<file path="src/bcr_regs.svh">
// Register offsets, field positions and timing figures of the buck
// configuration and backup register bank.
// Assumes a byte-wide register port with an 8-bit address.
`ifndef BCR_REGS_SVH
`define BCR_REGS_SVH

`define BCR_OFF_SCR_A    8'h00
`define BCR_OFF_SCR_B    8'h01
`define BCR_OFF_SCR_C    8'h02
`define BCR_OFF_SCR_D    8'h03
`define BCR_OFF_A_RUN    8'h04
`define BCR_OFF_A_STBY   8'h05
`define BCR_OFF_A_SLP    8'h06
`define BCR_OFF_A_MODE   8'h07
`define BCR_OFF_A_CONF   8'h08
`define BCR_OFF_B_RUN    8'h09
`define BCR_OFF_B_STBY   8'h0a
`define BCR_OFF_B_SLP    8'h0b
`define BCR_OFF_B_MODE   8'h0c

`define BCR_MASK_VCODE   8'h1f
`define BCR_MASK_MODE    8'h2f
`define BCR_MASK_CONF    8'h7d

`define BCR_VCODE_HI     4
`define BCR_OMODE_BIT    5
`define BCR_SMODE_HI     3
`define BCR_DVS_BIT      6
`define BCR_PHASE_HI     5
`define BCR_PHASE_LO     4
`define BCR_FREQ_HI      3
`define BCR_FREQ_LO      2
`define BCR_ILIM_BIT     0

`define BCR_PS_IN_RUN    2'h0
`define BCR_PS_IN_STBY   2'h1

`define BCR_CLK_NS       20
`define BCR_STEP_FAST_NS 2000
`define BCR_STEP_SLOW_NS 4000
`define BCR_STEP_FAST_CYC (`BCR_STEP_FAST_NS / `BCR_CLK_NS)
`define BCR_STEP_SLOW_CYC (`BCR_STEP_SLOW_NS / `BCR_CLK_NS)

`endif

</file>
<file path="src/bcr_pkg.sv">
// Types of the buck configuration and backup register bank.
// Used together with bcr_regs.svh for offsets and field positions.
package bcr_pkg;

	typedef struct packed {
		logic [7:0] addr;
		logic [7:0] wdata;
		logic       wr;
		logic       rd;
	} bcr_bus_t;

	typedef struct packed {
		logic [7:0] a_run;
		logic [7:0] a_stby;
		logic [7:0] a_slp;
		logic [7:0] a_mode;
		logic [7:0] a_conf;
		logic [7:0] b_run;
		logic [7:0] b_stby;
		logic [7:0] b_slp;
		logic [7:0] b_mode;
	} bcr_cfg_t;

	typedef struct packed {
		logic [4:0] vcode;
		logic       on;
		logic [3:0] mode;
	} bcr_chan_t;

	typedef struct packed {
		logic       step_slow;
		logic [1:0] phase;
		logic [1:0] freq;
		logic       ilim;
	} bcr_conf_t;

	typedef enum logic [1:0] {
		BCR_LD_OTP = 2'b01,
		BCR_LD_RUN = 2'b10
	} bcr_ld_t;

	typedef enum logic [2:0] {
		BCR_PS_RUN   = 3'b001,
		BCR_PS_STBY  = 3'b010,
		BCR_PS_SLEEP = 3'b100
	} bcr_ps_t;

	typedef struct packed {
		bcr_ld_t    ld;
		logic [1:0] ps_m;
		logic [1:0] ps_s;
		bcr_ps_t    ps;
		bcr_cfg_t   cfg;
		logic [7:0] rd;
		logic [4:0] a_v;
		logic [7:0] a_cnt;
		logic [4:0] b_v;
		logic       a_on;
		logic       b_on;
	} bcr_state_t;

endpackage

</file>
<file path="src/bcr_bank.sv">
// Buck channel configuration registers and coin-cell backed scratch
// registers, reached over a simple strobe register port.
// Assumes a byte-wide master that never drives both strobes at once,
// an OTP image that is valid at the first clock edge after rst falls, and a power state
// input that comes from another clock domain.
// Notes on behaviour
// - Four 8-bit scratch registers survive main power loss.
// - Only coin-cell reset clears the scratch registers.
// - Channel A run voltage code in bits 4:0.
// - Channel A standby code applied in standby.
// - Channel A sleep code applied in sleep.
// - Channel B run voltage code in bits 4:0.
// - Channel B standby and sleep codes applied.
// - Buck registers accessible in every power state.
// - Buck registers load defaults from OTP image.
// - Channel A bit 5 picks off or sleep.
// - Channel B bit 5 picks off or sleep.
// - Channel A switching mode from bits 3:0.
// - Channel B switching mode from bits 3:0.
// - Channel A step rate: 2 or 4 us.
// - Channel A bits 5:4 select clock phase.
// - Channel A bits 3:2 select switching frequency.
// - Channel A bit 0 selects current limit.
//
// The strobed register port and the placing of the registers were chosen for this implementation.
`timescale 1ns/1ps
`include "bcr_regs.svh"

module bcr_bank (
	input  wire logic              mclk,
	input  wire logic              rst,
	input  wire logic              coin_cell_por_n,
	input  wire bcr_pkg::bcr_bus_t bus,
	output logic [7:0]             rd_data,
	input  wire bcr_pkg::bcr_cfg_t otp,
	input  wire logic [1:0]        pwr_state_in,
	output bcr_pkg::bcr_chan_t     chan_a,
	output bcr_pkg::bcr_chan_t     chan_b,
	output bcr_pkg::bcr_conf_t     chan_a_conf
);
	import bcr_pkg::*;

	bcr_state_t st_r;
	bcr_state_t st_nxt;
	logic [7:0] scr_r [4];
	logic [7:0] rd_val;
	logic [4:0] tgt_a;
	logic [4:0] tgt_b;
	logic [7:0] step_a;
	logic       scr_hit;

	function automatic logic [7:0] fmask(input logic [7:0] v,
	                                     input logic [7:0] m);
		return v & m;
	endfunction

	function automatic logic [4:0] sel_code(input bcr_ps_t ps,
	                                        input logic [7:0] run,
	                                        input logic [7:0] stby,
	                                        input logic [7:0] slp);
		case (ps)
			BCR_PS_STBY:  return stby[`BCR_VCODE_HI:0];
			BCR_PS_SLEEP: return slp[`BCR_VCODE_HI:0];
			default:      return run[`BCR_VCODE_HI:0];
		endcase
	endfunction

	function automatic bcr_ps_t ps_decode(input logic [1:0] raw);
		case (raw)
			`BCR_PS_IN_RUN:  return BCR_PS_RUN;
			`BCR_PS_IN_STBY: return BCR_PS_STBY;
			default:         return BCR_PS_SLEEP;
		endcase
	endfunction

	function automatic bcr_cfg_t mask_cfg(input bcr_cfg_t c);
		bcr_cfg_t m;
		m        = c;
		m.a_run  = fmask(c.a_run, `BCR_MASK_VCODE);
		m.a_stby = fmask(c.a_stby, `BCR_MASK_VCODE);
		m.a_slp  = fmask(c.a_slp, `BCR_MASK_VCODE);
		m.a_mode = fmask(c.a_mode, `BCR_MASK_MODE);
		m.a_conf = fmask(c.a_conf, `BCR_MASK_CONF);
		m.b_run  = fmask(c.b_run, `BCR_MASK_VCODE);
		m.b_stby = fmask(c.b_stby, `BCR_MASK_VCODE);
		m.b_slp  = fmask(c.b_slp, `BCR_MASK_VCODE);
		m.b_mode = fmask(c.b_mode, `BCR_MASK_MODE);
		return m;
	endfunction

	assign scr_hit = (bus.addr <= `BCR_OFF_SCR_D);

	// Scratch storage sits in the coin-cell domain: the main reset is not
	// wired here, so a main power cycle leaves the contents alone.
	always_ff @(posedge mclk or negedge coin_cell_por_n) begin
		if (!coin_cell_por_n) begin
			for (int i = 0; i < 4; i++) begin
				scr_r[i] <= '0;
			end
		end else if (bus.wr && scr_hit) begin
			scr_r[bus.addr[1:0]] <= bus.wdata;
		end
	end

	always_comb begin
		case (bus.addr)
			`BCR_OFF_SCR_A,
			`BCR_OFF_SCR_B,
			`BCR_OFF_SCR_C,
			`BCR_OFF_SCR_D:  rd_val = scr_r[bus.addr[1:0]];
			`BCR_OFF_A_RUN:  rd_val = st_r.cfg.a_run;
			`BCR_OFF_A_STBY: rd_val = st_r.cfg.a_stby;
			`BCR_OFF_A_SLP:  rd_val = st_r.cfg.a_slp;
			`BCR_OFF_A_MODE: rd_val = st_r.cfg.a_mode;
			`BCR_OFF_A_CONF: rd_val = st_r.cfg.a_conf;
			`BCR_OFF_B_RUN:  rd_val = st_r.cfg.b_run;
			`BCR_OFF_B_STBY: rd_val = st_r.cfg.b_stby;
			`BCR_OFF_B_SLP:  rd_val = st_r.cfg.b_slp;
			`BCR_OFF_B_MODE: rd_val = st_r.cfg.b_mode;
			default:         rd_val = '0;
		endcase
	end

	always_comb begin
		tgt_a = sel_code(st_r.ps, st_r.cfg.a_run, st_r.cfg.a_stby,
		                 st_r.cfg.a_slp);
		tgt_b = sel_code(st_r.ps, st_r.cfg.b_run, st_r.cfg.b_stby,
		                 st_r.cfg.b_slp);
		step_a = st_r.cfg.a_conf[`BCR_DVS_BIT] ?
		         8'(`BCR_STEP_SLOW_CYC - 1) :
		         8'(`BCR_STEP_FAST_CYC - 1);
	end

	always_comb begin
		st_nxt      = st_r;
		st_nxt.ps_m = pwr_state_in;
		st_nxt.ps_s = st_r.ps_m;
		st_nxt.ps   = ps_decode(st_r.ps_s);
		st_nxt.rd   = '0;
		case (st_r.ld)
			BCR_LD_OTP: begin
				// The OTP image is taken once, right after reset release.
				st_nxt.cfg = mask_cfg(otp);
				st_nxt.a_v = otp.a_run[`BCR_VCODE_HI:0];
				st_nxt.b_v = otp.b_run[`BCR_VCODE_HI:0];
				st_nxt.a_cnt = '0;
				st_nxt.ld  = BCR_LD_RUN;
			end
			BCR_LD_RUN: begin
				// No power-state gating on access, by design.
				if (bus.wr) begin
					case (bus.addr)
						`BCR_OFF_A_RUN: st_nxt.cfg.a_run =
							fmask(bus.wdata, `BCR_MASK_VCODE);
						`BCR_OFF_A_STBY: st_nxt.cfg.a_stby =
							fmask(bus.wdata, `BCR_MASK_VCODE);
						`BCR_OFF_A_SLP: st_nxt.cfg.a_slp =
							fmask(bus.wdata, `BCR_MASK_VCODE);
						`BCR_OFF_A_MODE: st_nxt.cfg.a_mode =
							fmask(bus.wdata, `BCR_MASK_MODE);
						`BCR_OFF_A_CONF: st_nxt.cfg.a_conf =
							fmask(bus.wdata, `BCR_MASK_CONF);
						`BCR_OFF_B_RUN: st_nxt.cfg.b_run =
							fmask(bus.wdata, `BCR_MASK_VCODE);
						`BCR_OFF_B_STBY: st_nxt.cfg.b_stby =
							fmask(bus.wdata, `BCR_MASK_VCODE);
						`BCR_OFF_B_SLP: st_nxt.cfg.b_slp =
							fmask(bus.wdata, `BCR_MASK_VCODE);
						`BCR_OFF_B_MODE: st_nxt.cfg.b_mode =
							fmask(bus.wdata, `BCR_MASK_MODE);
						default: st_nxt.cfg = st_r.cfg;
					endcase
				end
				if (bus.rd) begin
					st_nxt.rd = rd_val;
				end
				// Channel A ramps one code per step period so that the
				// output moves at the selected slew; a shortened period
				// after a rate change takes effect at once.
				if (st_r.a_v == tgt_a) begin
					st_nxt.a_cnt = step_a;
				end else if (st_r.a_cnt == '0) begin
					st_nxt.a_v = (st_r.a_v > tgt_a) ?
					             5'(st_r.a_v - 5'h01) :
					             5'(st_r.a_v + 5'h01);
					st_nxt.a_cnt = step_a;
				end else if (st_r.a_cnt > step_a) begin
					st_nxt.a_cnt = step_a;
				end else begin
					st_nxt.a_cnt = 8'(st_r.a_cnt - 8'h01);
				end
				st_nxt.b_v = tgt_b;
			end
			default: st_nxt.ld = BCR_LD_OTP;
		endcase
		st_nxt.a_on = (st_r.ps != BCR_PS_SLEEP) ||
		              st_r.cfg.a_mode[`BCR_OMODE_BIT];
		st_nxt.b_on = (st_r.ps != BCR_PS_SLEEP) ||
		              st_r.cfg.b_mode[`BCR_OMODE_BIT];
	end

	always_ff @(posedge mclk or posedge rst) begin
		if (rst) begin
			st_r    <= '0;
			st_r.ld <= BCR_LD_OTP;
			st_r.ps <= BCR_PS_RUN;
		end else begin
			st_r <= st_nxt;
		end
	end

	assign rd_data           = st_r.rd;
	assign chan_a.vcode      = st_r.a_v;
	assign chan_a.on         = st_r.a_on;
	assign chan_a.mode       = st_r.cfg.a_mode[`BCR_SMODE_HI:0];
	assign chan_b.vcode      = st_r.b_v;
	assign chan_b.on         = st_r.b_on;
	assign chan_b.mode       = st_r.cfg.b_mode[`BCR_SMODE_HI:0];
	assign chan_a_conf.step_slow = st_r.cfg.a_conf[`BCR_DVS_BIT];
	assign chan_a_conf.phase =
		st_r.cfg.a_conf[`BCR_PHASE_HI:`BCR_PHASE_LO];
	assign chan_a_conf.freq  =
		st_r.cfg.a_conf[`BCR_FREQ_HI:`BCR_FREQ_LO];
	assign chan_a_conf.ilim  = st_r.cfg.a_conf[`BCR_ILIM_BIT];
endmodule

</file>
<file path="config.mk">
export PLATFORM = sky130hd
export DESIGN_NAME = bcr_bank
export DESIGN_NICKNAME = d
export VERILOG_FILES = /design/src/bcr_pkg.sv /design/src/bcr_bank.sv
export VERILOG_INCLUDE_DIRS = /design/src
export SDC_FILE = /design/constraint.sdc
export NUM_CORES = 1
export LEC_CHECK = 0
export ABC_CLOCK_PERIOD_IN_PS = 3700
export BUFFER_PORTS_ARGS = -buffer_cell sky130_fd_sc_hd__buf_2
export CAP_MARGIN = 10
export CORE_AREA = 2 2 135 137
export CTS_BUF_LIST = sky130_fd_sc_hd__clkbuf_4 sky130_fd_sc_hd__clkbuf_8
export DETAILED_ROUTE_END_ITERATION = 10
export DIE_AREA = 0 0 137 139
export PLACE_DENSITY = 0.61
export SYNTH_ARGS = -nofsm -noshare
export SYNTH_HDL_FRONTEND = slang
export SYNTH_SLANG_ARGS = --single-unit
</file>
<file path="constraint.sdc">
create_clock -name mclk -period 3.7 [get_ports mclk]
set_input_delay 0.555 -clock mclk [delete_from_list [all_inputs] [get_ports mclk]]
set_output_delay 0.555 -clock mclk [all_outputs]
set_load 0.02 [all_outputs]
</file>
Word-level counts from Yosys, hierarchy flattened

Cells that the tools add are included.

Magnitude comparators: 5
Bitwise logic cells: 1
Add/sub/neg operators: 3
Reductions and logical operators: 19
Mux-type cells: 32
Equal/unequal tests: 31

Operators by type and width:

| cell                  | number |
|---|---|
| $mux W8               | 18 |
| $pmux W72 S2          | 1 |
| $pmux W8 S10          | 1 |
| $mux W72              | 1 |
| $eq A8 B4 Y1 const B  | 5 |
| $pmux W18 S2          | 1 |
| $bwmux W32            | 1 |
| $eq A8 B3 Y1 const B  | 4 |
| $reduce_and A3 Y1     | 10 |
| $pmux W5 S2           | 2 |
| $ne A2 B1 Y1 const B  | 9 |
| $bmux W8 S2           | 1 |
| $demux W8 S2          | 1 |
| $eq A8 B2 Y1 const B  | 2 |
| $logic_not A8 Y1      | 2 |
| $mux W5               | 3 |
| $eq A8 B1 Y1 const B  | 1 |
| $gt A8 B8 Y1          | 1 |
| $le A8 B2 Y1 const B  | 1 |
| $sub A8 B1 Y8 const B | 1 |
| $ne A2 B2 Y1 const B  | 3 |
| $pmux W3 S2           | 1 |
| $add A5 B1 Y5 const B | 1 |
| $eq A5 B5 Y1          | 1 |
| 16 further kinds      | 19 |

Input port bits: 95
Register bits after elaboration: 141
Word-level logic and storage cells: 114
Output and inout port bits: 34

Logic depth before layout (Yosys ltp)

Gate-level depths: netlist of the first run.

Depth in word-level cells: 7
Gate-level depth with buffers: 15
Mapped depth without buffers: 14

Least setup slack after synthesis of the first run

OpenSTA, ideal clock, no wires.

Kind: register to register
From: register st_r[100] in the netlist's numbering
To: register st_r (netlist bit chan_a[9])
Library setup time: 69 ps
Buffers on the path: 1
Cell stages (with the launch flop): 16
Required time: 3,631 ps
Setup slack: 400 ps
Arrival time: 3,232 ps
Cell sequence: dfstp_2 nand2b_1 clkbuf_1 o22ai_1 o21ai_0 o21ai_0 ha_1 nand4_1 or2_2 and2_1 fa_1 nand3_1 nand2_1 and3_1 or3_1 nand3_1

Cells in the longest elaborated chain, start to end: 7

Ends and longest elaborated chain:

| element                                      | RTL line        | text |
|---|---|---|
| from (decl)                                  | bcr_bank.sv:43  | `bcr_state_t st_r;` |
| from (signal assigned)                       | bcr_bank.sv:208 | `st_r <= st_nxt;` |
| $eq A3 B3 Y1 or $eq A3 B2 Y1 (tied branches) | bcr_bank.sv:61  | `case (ps)` |
| $pmux W5 S2 *                                | bcr_bank.sv:61  |  |
| $gt A5 B5 Y1                                 | bcr_bank.sv:183 | `st_nxt.a_v = (st_r.a_v > tgt_a) ?` |
| $mux W5                                      | bcr_bank.sv:183 |  |
| $mux W5                                      | bcr_bank.sv:182 | `end else if (st_r.a_cnt == '0) begin` |
| $mux W5                                      | bcr_bank.sv:180 | `if (st_r.a_v == tgt_a) begin` |
| $pmux W18 S2                                 | bcr_bank.sv:140 | `case (st_r.ld)` |

Every way passes the cells marked *; elsewhere a longest branch is shown, timed or not. The select of a mux whose other input is x is not followed.
A chain may end at the register's enable or synchronous reset.

Final worst setup path of the first run

Ends and elaborated chain as after synthesis.

==> metrics.md, run 1 <==
| Metric | Value |
|---|---|
| Mapped Cells | `623` |
| RSZ-0062 raised after global routing | `false` |
| DRT Pass-1 Iters | `6` |
| Core area | `17660 sq um` |
| Root buffer cell | `clkbuf_8` |
| Post-CTS setup buffer count | `0` |
| DRC viols | `0` |
| Peak VDD IR | `232.0 uV` |
| Fillers | `1684` |
| Routability cong. | `0.9090` |
| R2R Path Start | `st_r[100]` |
| Leakage Power | `0.003515 uW` |
| Slew Limit Fails | `0` |
| Vias in the first global route | `5201` |
| Netlist cell types | `59` |
| Vias per cell | `5.394` |
| Complex-gate fraction of the synthesized area | `14.26%` |
| Reg clk slew, reported paths | `0.07 ns` |
| Total global routing overflow | `0` |
| Setup tns final | `0 ns` |
| FF-to-FF path depth | `14` |
| Reg-to-Reg End | `chan_a[9]` |
| Mux cell area share after synthesis | `20.07%` |
| Achievable Freq | `291.6 MHz` |
| Largest family of logic cells by synthesized area | `multiplexers` |
| Status | `completed` |
| CP Capture Point | `chan_a[9]` |
| Htree depth | `4` |
| GRT Util Overall | `19.33%` |
| Clock Skews | `0.01561 ns` |
| Pwr dens | `512.1 nW/um^2` |
| Worst Path Class, Setup | `reg2reg` |
| Post-synthesis register bit count | `115` |
| Most used flip-flop cell after synthesis | `dfrtp_1` |
| Die width | `137 um` |
| Mapped Avg Cell Area | `10.61 sq um` |
| Final nets | `802` |
| IO Count | `129` |
| Share of cells above drive strength 1 | `35.85%` |
| Final wirelength | `17.62 mm` |
| Max_slew headroom | `31.02%` |
| Yosys warnings | `0` |
| DRT iter0 DRCs | `377` |
| Num CTS Buffers | `17` |
| Simple-Gate Fraction of Synth Area | `9.752%` |
| Rows | `49` |
| Worst EP arrival | `3.82 ns` |
| Hold WC Path Type | `in2async` |
| Worst EP required | `4.09 ns` |
| Post-route ant nets | `0` |
| Clock buffer depth | `2` |
| Critical path capture point type | `flip-flop` |
| Max-cap violations | `0` |
| Initial Util | `37.42%` |
| Largest net degree at the start of global routing | `58` |
| Cts hold-fix bufs | `0` |
| Final setup vio count | `0` |
| Post-synthesis sequential area ratio | `43.59%` |
| Total design power | `3851 uW` |
| Asr flop ratio synth | `100.0%` |
| Die footprint | `19040 sq um` |
| Synthesis-to-finish area growth | `13.82%` |
| PostCTS Resize Cnt | `0` |
| CTS tree | `yes` |
| Worst Setup SP | `st_r[100]` |
| Xor/xnor share of the synthesized area | `0.2651%` |
| Flop2flop setup slack | `0.27 ns` |
| Clock Sinks | `115` |
| Post-synth EDFFs | `0` |
| Startpoint Class | `flip-flop` |
| Vias | `5027` |
| Crit path max fanout | `6` |
| Period minus WS final | `3.429 ns` |
| Antenna violations before repair | `0` |
| First-pass GRT wire length | `27.92 mm` |
| DR WL/cell | `18.90 um` |
| Period utilisation layout | `92.67%` |
| Worst-Margin Slew | `1.034 ns` |
| Syn Nets | `735` |
| Fin. Hold Viols | `0` |
| Post-Synth Adder-Cell Area | `3.333%` |
| I/O Buffers | `102` |
| Vert. Die Dim | `139 um` |
| Detailed placer's ending HPWL | `12.95 mm` |
| Clk Latency, worst-skew pair | `0.46 ns` |
| Netlist Area Pre-Place | `6608 sq um` |
| Ant. Diodes | `0` |
layout make-up:
class                           instances  area, sq um  share of cell area (%)
Clock buffer                           23        297.8                   3.959
Multi-Input combinational cell        392         3158                   41.99
Timing Repair Buffer                  109        563.0                   7.486
Tap cell                              229        286.5                   3.810
Inverter                               55        207.7                   2.762
Clock inverter                          9        127.6                   1.697
Sequential cell                       115         2880                   38.30
state kept, by name, summed over array words and instances, names as in the netlist:
name / cells
chan_a: 10
chan_a_conf: 6
chan_b: 10
rd_data: 8
scr_r: 32
st_nxt: 2
st_r: 47
per-layer routing:
metal  track usage (%)  routed length (um)  vias to the layer above
met4             7.759                 412                        0
met5                 0                   0                        -
li1                  -                   -                     2345
met3             4.313                1041                       31
met1             26.33                7968                     2484
met2             29.80                8195                      167
cells by family (layout without fill, tap and decap cells):
kind of cell	count (synthesis)	after routing
muxes	104	104
adders and majority gates	17	17
AOI/OAI and AO/OA	153	153
DFF	115	115
buffers and inverters	116	196
xor gates and xnor gates	2	2
and+or+nand+nor	116	116
worst min-delay path by stage:
stage,from,endpoint
floorplan,coin_cell_por_n,scr_r[0]
global placement,st_nxt[104],st_r[104]
global route,coin_cell_por_n,scr_r[27]
CTS,coin_cell_por_n,scr_r[27]
detailed placement,st_nxt[104],st_r[104]
finish,coin_cell_por_n,scr_r[7]
critical path, cell delays in order, from the launching register on:
cell	delay (ns)
dfstp_2	0.58
nand2b_2	0.20
o22ai_1	0.10
o21ai_0	0.18
o21ai_0	0.12
ha_1	0.31
nand4_1	0.12
or2_2	0.35
and2_1	0.22
ha_1	0.35
a21oi_1	0.16
nand2_1	0.09
and3_1	0.18
or3_1	0.35
nand3_1	0.09
stage by stage:
stage | instance area [sq um] | worst slack [ns] | cells | utilization [%] | hold WS [ns]
finish | 7521 | 0.2711 | 932 | 42.60 | 0.1419
global route | 7521 | 0.01952 | 932 | 42.60 | 0.1893
CTS | 7516 | 0.2368 | 932 | 42.57 | 0.1427
detailed placement | 7091 | 0.2567 | 900 | 40.16 | 0.3362
global placement | 7091 | 0.3357 | 900 | 40.16 | 0.3371
floorplan | 6608 | 0.3996 | 623 | - | 0.2594
where the power goes:
group | internal, uW | leakage [uW] | switching (uW)
Combinational | 476 | 0.00187 | 552
Clock | 739 | 0.000224 | 519
Sequential | 1400 | 0.00142 | 169
Total | 2610 | 0.00352 | 1240
cell usage after synthesis, drive strengths merged, types with 4 or more instances:
| cell | n | area, sq um |
|---|---|---|
| a21oi | 18 | 93.84 |
| mux2i | 11 | 110.1 |
| nand3 | 5 | 25.02 |
| nor3 | 7 | 57.55 |
| dfrtp | 113 | 2828 |
| a21o | 4 | 30.03 |
| nand2 | 39 | 146.4 |
| a21boi | 6 | 45.04 |
| inv | 53 | 198.9 |
| a22oi | 6 | 45.04 |
| clkbuf | 17 | 63.81 |
| ha | 16 | 200.2 |
| nand2b | 11 | 68.82 |
| mux4 | 15 | 337.8 |
| buf | 44 | 306.5 |
| o21ai | 71 | 355.3 |
| nor2b | 9 | 56.30 |
| nor2 | 24 | 127.6 |
| mux2 | 78 | 878.3 |
| o22ai | 11 | 68.82 |
| o221ai | 7 | 61.31 |
| or3 | 4 | 25.02 |
| a31oi | 6 | 37.54 |
cell usage in the layout (no fill, tap or decap), types with 3 or more instances in the layout:
cell type,instances
a211oi_1,3
a21boi_0,6
a21o_1,4
a21oi_1,17
a221oi_1,3
a22oi_1,6
a31oi_1,6
buf_2,102
buf_4,7
bufinv_16,3
clkbuf_4,3
clkbuf_8,20
clkinv_2,5
dfrtp_1,113
ha_1,15
inv_1,52
mux2_2,76
mux2i_1,11
mux4_2,15
nand2_1,39
nand2b_1,10
nand3_1,5
nand4_1,3
nor2_1,19
nor2_4,5
nor2b_1,9
nor3_1,5
o211ai_1,3
o21a_1,3
o21ai_0,68
o21ai_1,3
o221ai_1,7
o22ai_1,11
or3_1,4
Power figures use the tool's default switching activity.
==> inputs of run 2 (changes only) <==
Settings changed: CORE_AREA 2 2 135 137 to 10 10 143 145, DIE_AREA 0 0 137 139 to 0 0 153 155.
==> metrics.md, run 2 (synthesis results as in run 1) <==
| Metric | Value |
|---|---|
| Worst EP arrival | `3.84 ns (+0.02 ns)` |
| P_sw | `1259 uW (+1.5%)` |
| Clk Latency, worst-skew pair | `0.45 ns (about the same)` |
| Period utilisation layout | `93.43% (+0.76 points)` |
| Vias per cell | `5.360 (-0.62%)` |
| Post-CTS setup buffer count | `0 (unchanged)` |
| Largest regs | `st_r (47), scr_r (32)` |
| Met1 Usage GRT | `20.07% (-6.3 points)` |
| Clock power frac | `33.1% (+0.4 points)` |
| Vias in the first global route | `5248 (+0.90%)` |
| Share of cells above drive strength 1 | `35.65% (-0.19 points)` |
| Htree depth | `4 (unchanged)` |
| Total global routing overflow | `0 (unchanged)` |
| PostCTS Resize Cnt | `0 (unchanged)` |
| Startpoint Class | `flip-flop` |
| Flop2flop setup slack | `0.24 ns (-0.03 ns)` |
| Setup tns final | `0 ns (unchanged)` |
| Clock Skews | `0.01613 ns (+0.0005209 ns)` |
| FF-to-FF path depth | `14 (unchanged)` |
| Synthesis-to-finish area growth | `13.99%` |
| Reg clk slew, reported paths | `0.07 ns (about the same)` |
| Hold WC Path Type | `in2async` |
| IO Count | `129 (unchanged)` |
| Num CTS Buffers | `17 (unchanged)` |
| Largest net degree at the start of global routing | `48 (-17%)` |
| Vias | `5001 (-0.52%)` |
| Initial Util | `37.42% (unchanged)` |
| Seq pwr share | `40.5% (about the same)` |
| Fin. Hold Viols | `0 (unchanged)` |
| Vert. Die Dim | `155 um (+12%)` |
| Register with the most flip-flops | `st_r` |
| Worst Path Class, Setup | `reg2reg` |
| Leakage Power | `0.003501 uW (-0.41%)` |
| Antenna violations before repair | `1 (+1)` |
| Clock Sinks | `115 (unchanged)` |
| Period minus WS final | `3.457 ns (+0.02804 ns)` |
| Final wirelength | `18.26 mm (+3.6%)` |
| Reg-to-Reg End | `chan_a[9]` |
| First-pass GRT wire length | `29.12 mm (+4.3%)` |
| Post-route ant nets | `0 (unchanged)` |
| Switch share | `32.63% (+0.43 points)` |
| Met3 Use GR | `4.687% (+0.37 points)` |
| Worst EP required | `4.08 ns (about the same)` |
| Cell area after layout | `7532 sq um (+0.15%)` |
| Max_slew headroom | `46.17% (+15 points)` |
| Die footprint | `23720 sq um (+25%)` |
| Final setup vio count | `0 (unchanged)` |
| CTS tree | `yes` |
| Peak VDD IR | `260.5 uV (+12%)` |
| R2R Path Start | `st_r[102]` |
| Internal Pwr Total | `2600 uW (-0.42%)` |
| GRT Util Overall | `15.46% (-3.9 points)` |
| Worst-Margin Slew | `0.8074 ns (-0.2261 ns)` |
| Core area | `17660 sq um (unchanged)` |
| Status | `completed` |
| DRT Pass-1 Iters | `5 (-1)` |
| Die width | `153 um (+12%)` |
| Critical path capture point type | `flip-flop` |
| Crit path max fanout | `9 (+3)` |
| Detailed placer's ending HPWL | `13.80 mm (+6.6%)` |
| Number of flip-flops in the largest register | `47 (unchanged)` |
| I/O Buffers | `102 (unchanged)` |
| Ant. Diodes | `0 (unchanged)` |
| DRT iter0 DRCs | `386 (+2.4%)` |
| Rows | `49 (unchanged)` |
| DP Area | `7098 sq um (+0.11%)` |
| Pwr dens | `512.4 nW/um^2 (about the same)` |
| Slew Limit Fails | `0 (unchanged)` |
| Met2 Usage GRT | `23.65% (-6.1 points)` |
| RSZ-0062 raised after global routing | `false` |
| Cts hold-fix bufs | `0 (unchanged)` |
| Max-cap violations | `0 (unchanged)` |
| Combinational group share of total power | `26.4% (-0.3 points)` |
| Final nets | `803 (+0.12%)` |
| Most crowded layer after global routing | `met2` |
| Root buffer cell | `clkbuf_8` |
| Achievable Freq | `289.3 MHz (-0.81%)` |
| Clock buffer depth | `2 (unchanged)` |
| DR WL/cell | `19.57 um (+3.5%)` |
| Routability cong. | `0.9052 (-0.42%)` |
| DRC viols | `0 (unchanged)` |
| Most frequent cells in the layout | `dfrtp_1 (113), buf_2 (102), mux2_2 (76)` |
| Most common cell after layout, fill and taps aside | `dfrtp_1` |
| Fillers | `1712 (+1.7%)` |
-- run 2: cell type report --
cell class              instances  area, sq um  area share, %
multi-input cells             392         3153          41.86
flip-flops and latches        115         2880          38.24
repair buffers                110        570.5          7.575
well taps                     229        286.5          3.804
clock buffers                  21        282.8          3.754
inverters                      55        207.7          2.757
clock inverters                11        151.4          2.010
-- run 2: routing by layer --
layer / share of wire [%] / up-vias
li1: - / 2334
met1: 46 / 2468
met2: 45 / 170
met3: 6.3 / 27
met4: 2.2 / 2
met5: 0.077 / -
-- run 2: worst max-delay path by stage --
stage                     startpoint         to  slack, ns  cells past startpoint
after floorplan            st_r[100]  chan_a[9]       0.40                     15
after global placement     st_r[100]  chan_a[9]       0.36                     14
after detailed placement   st_r[102]  chan_a[9]       0.30                     14
after CTS                  st_r[102]  chan_a[9]       0.28                     14
after global routing       st_r[100]  chan_a[9]      0.008                     14
final                      st_r[102]  chan_a[9]       0.24                     14
-- run 2: power by group through the flow --
stage	combinational, uW	sequential, uW	clock, uW
6_report	1020	1560	1280
5_1_grt	1140	1590	1370
4_1_cts	1020	1560	1310
3_5_place_dp	1020	1590	0
3_3_place_gp	981	1570	0
2_1_floorplan	846	1520	0
-- run 2: through the flow --
| stage | std cells | hold slack (ns) | power, uW | util [%] | worst slack [ns] |
|---|---|---|---|---|---|
| finish | 933 | 0.1454 | 3859 | 42.66 | 0.2430 |
| detailed placement | 901 | 0.3427 | 2602 | 40.20 | 0.3003 |
| floorplan | 623 | 0.2594 | 2365 | - | 0.3996 |
| CTS | 933 | 0.1353 | 3890 | 42.66 | 0.2764 |
| global placement | 901 | 0.3334 | 2555 | 40.20 | 0.3611 |
| global route | 933 | 0.1691 | 4100 | 42.66 | 0.007729 |
-- run 2: worst max-delay path, cell delays in order (launching register included) --
cell,delay (ns)
dfrtp_1,0.47
or2_2,0.40
o221ai_1,0.18
o21ai_0,0.11
o21ai_0,0.10
ha_1,0.28
a211oi_1,0.23
o221ai_1,0.21
and2_1,0.26
fa_1,0.42
nand3_1,0.11
nand2_1,0.06
and3_1,0.17
or3_1,0.34
nand3_1,0.08
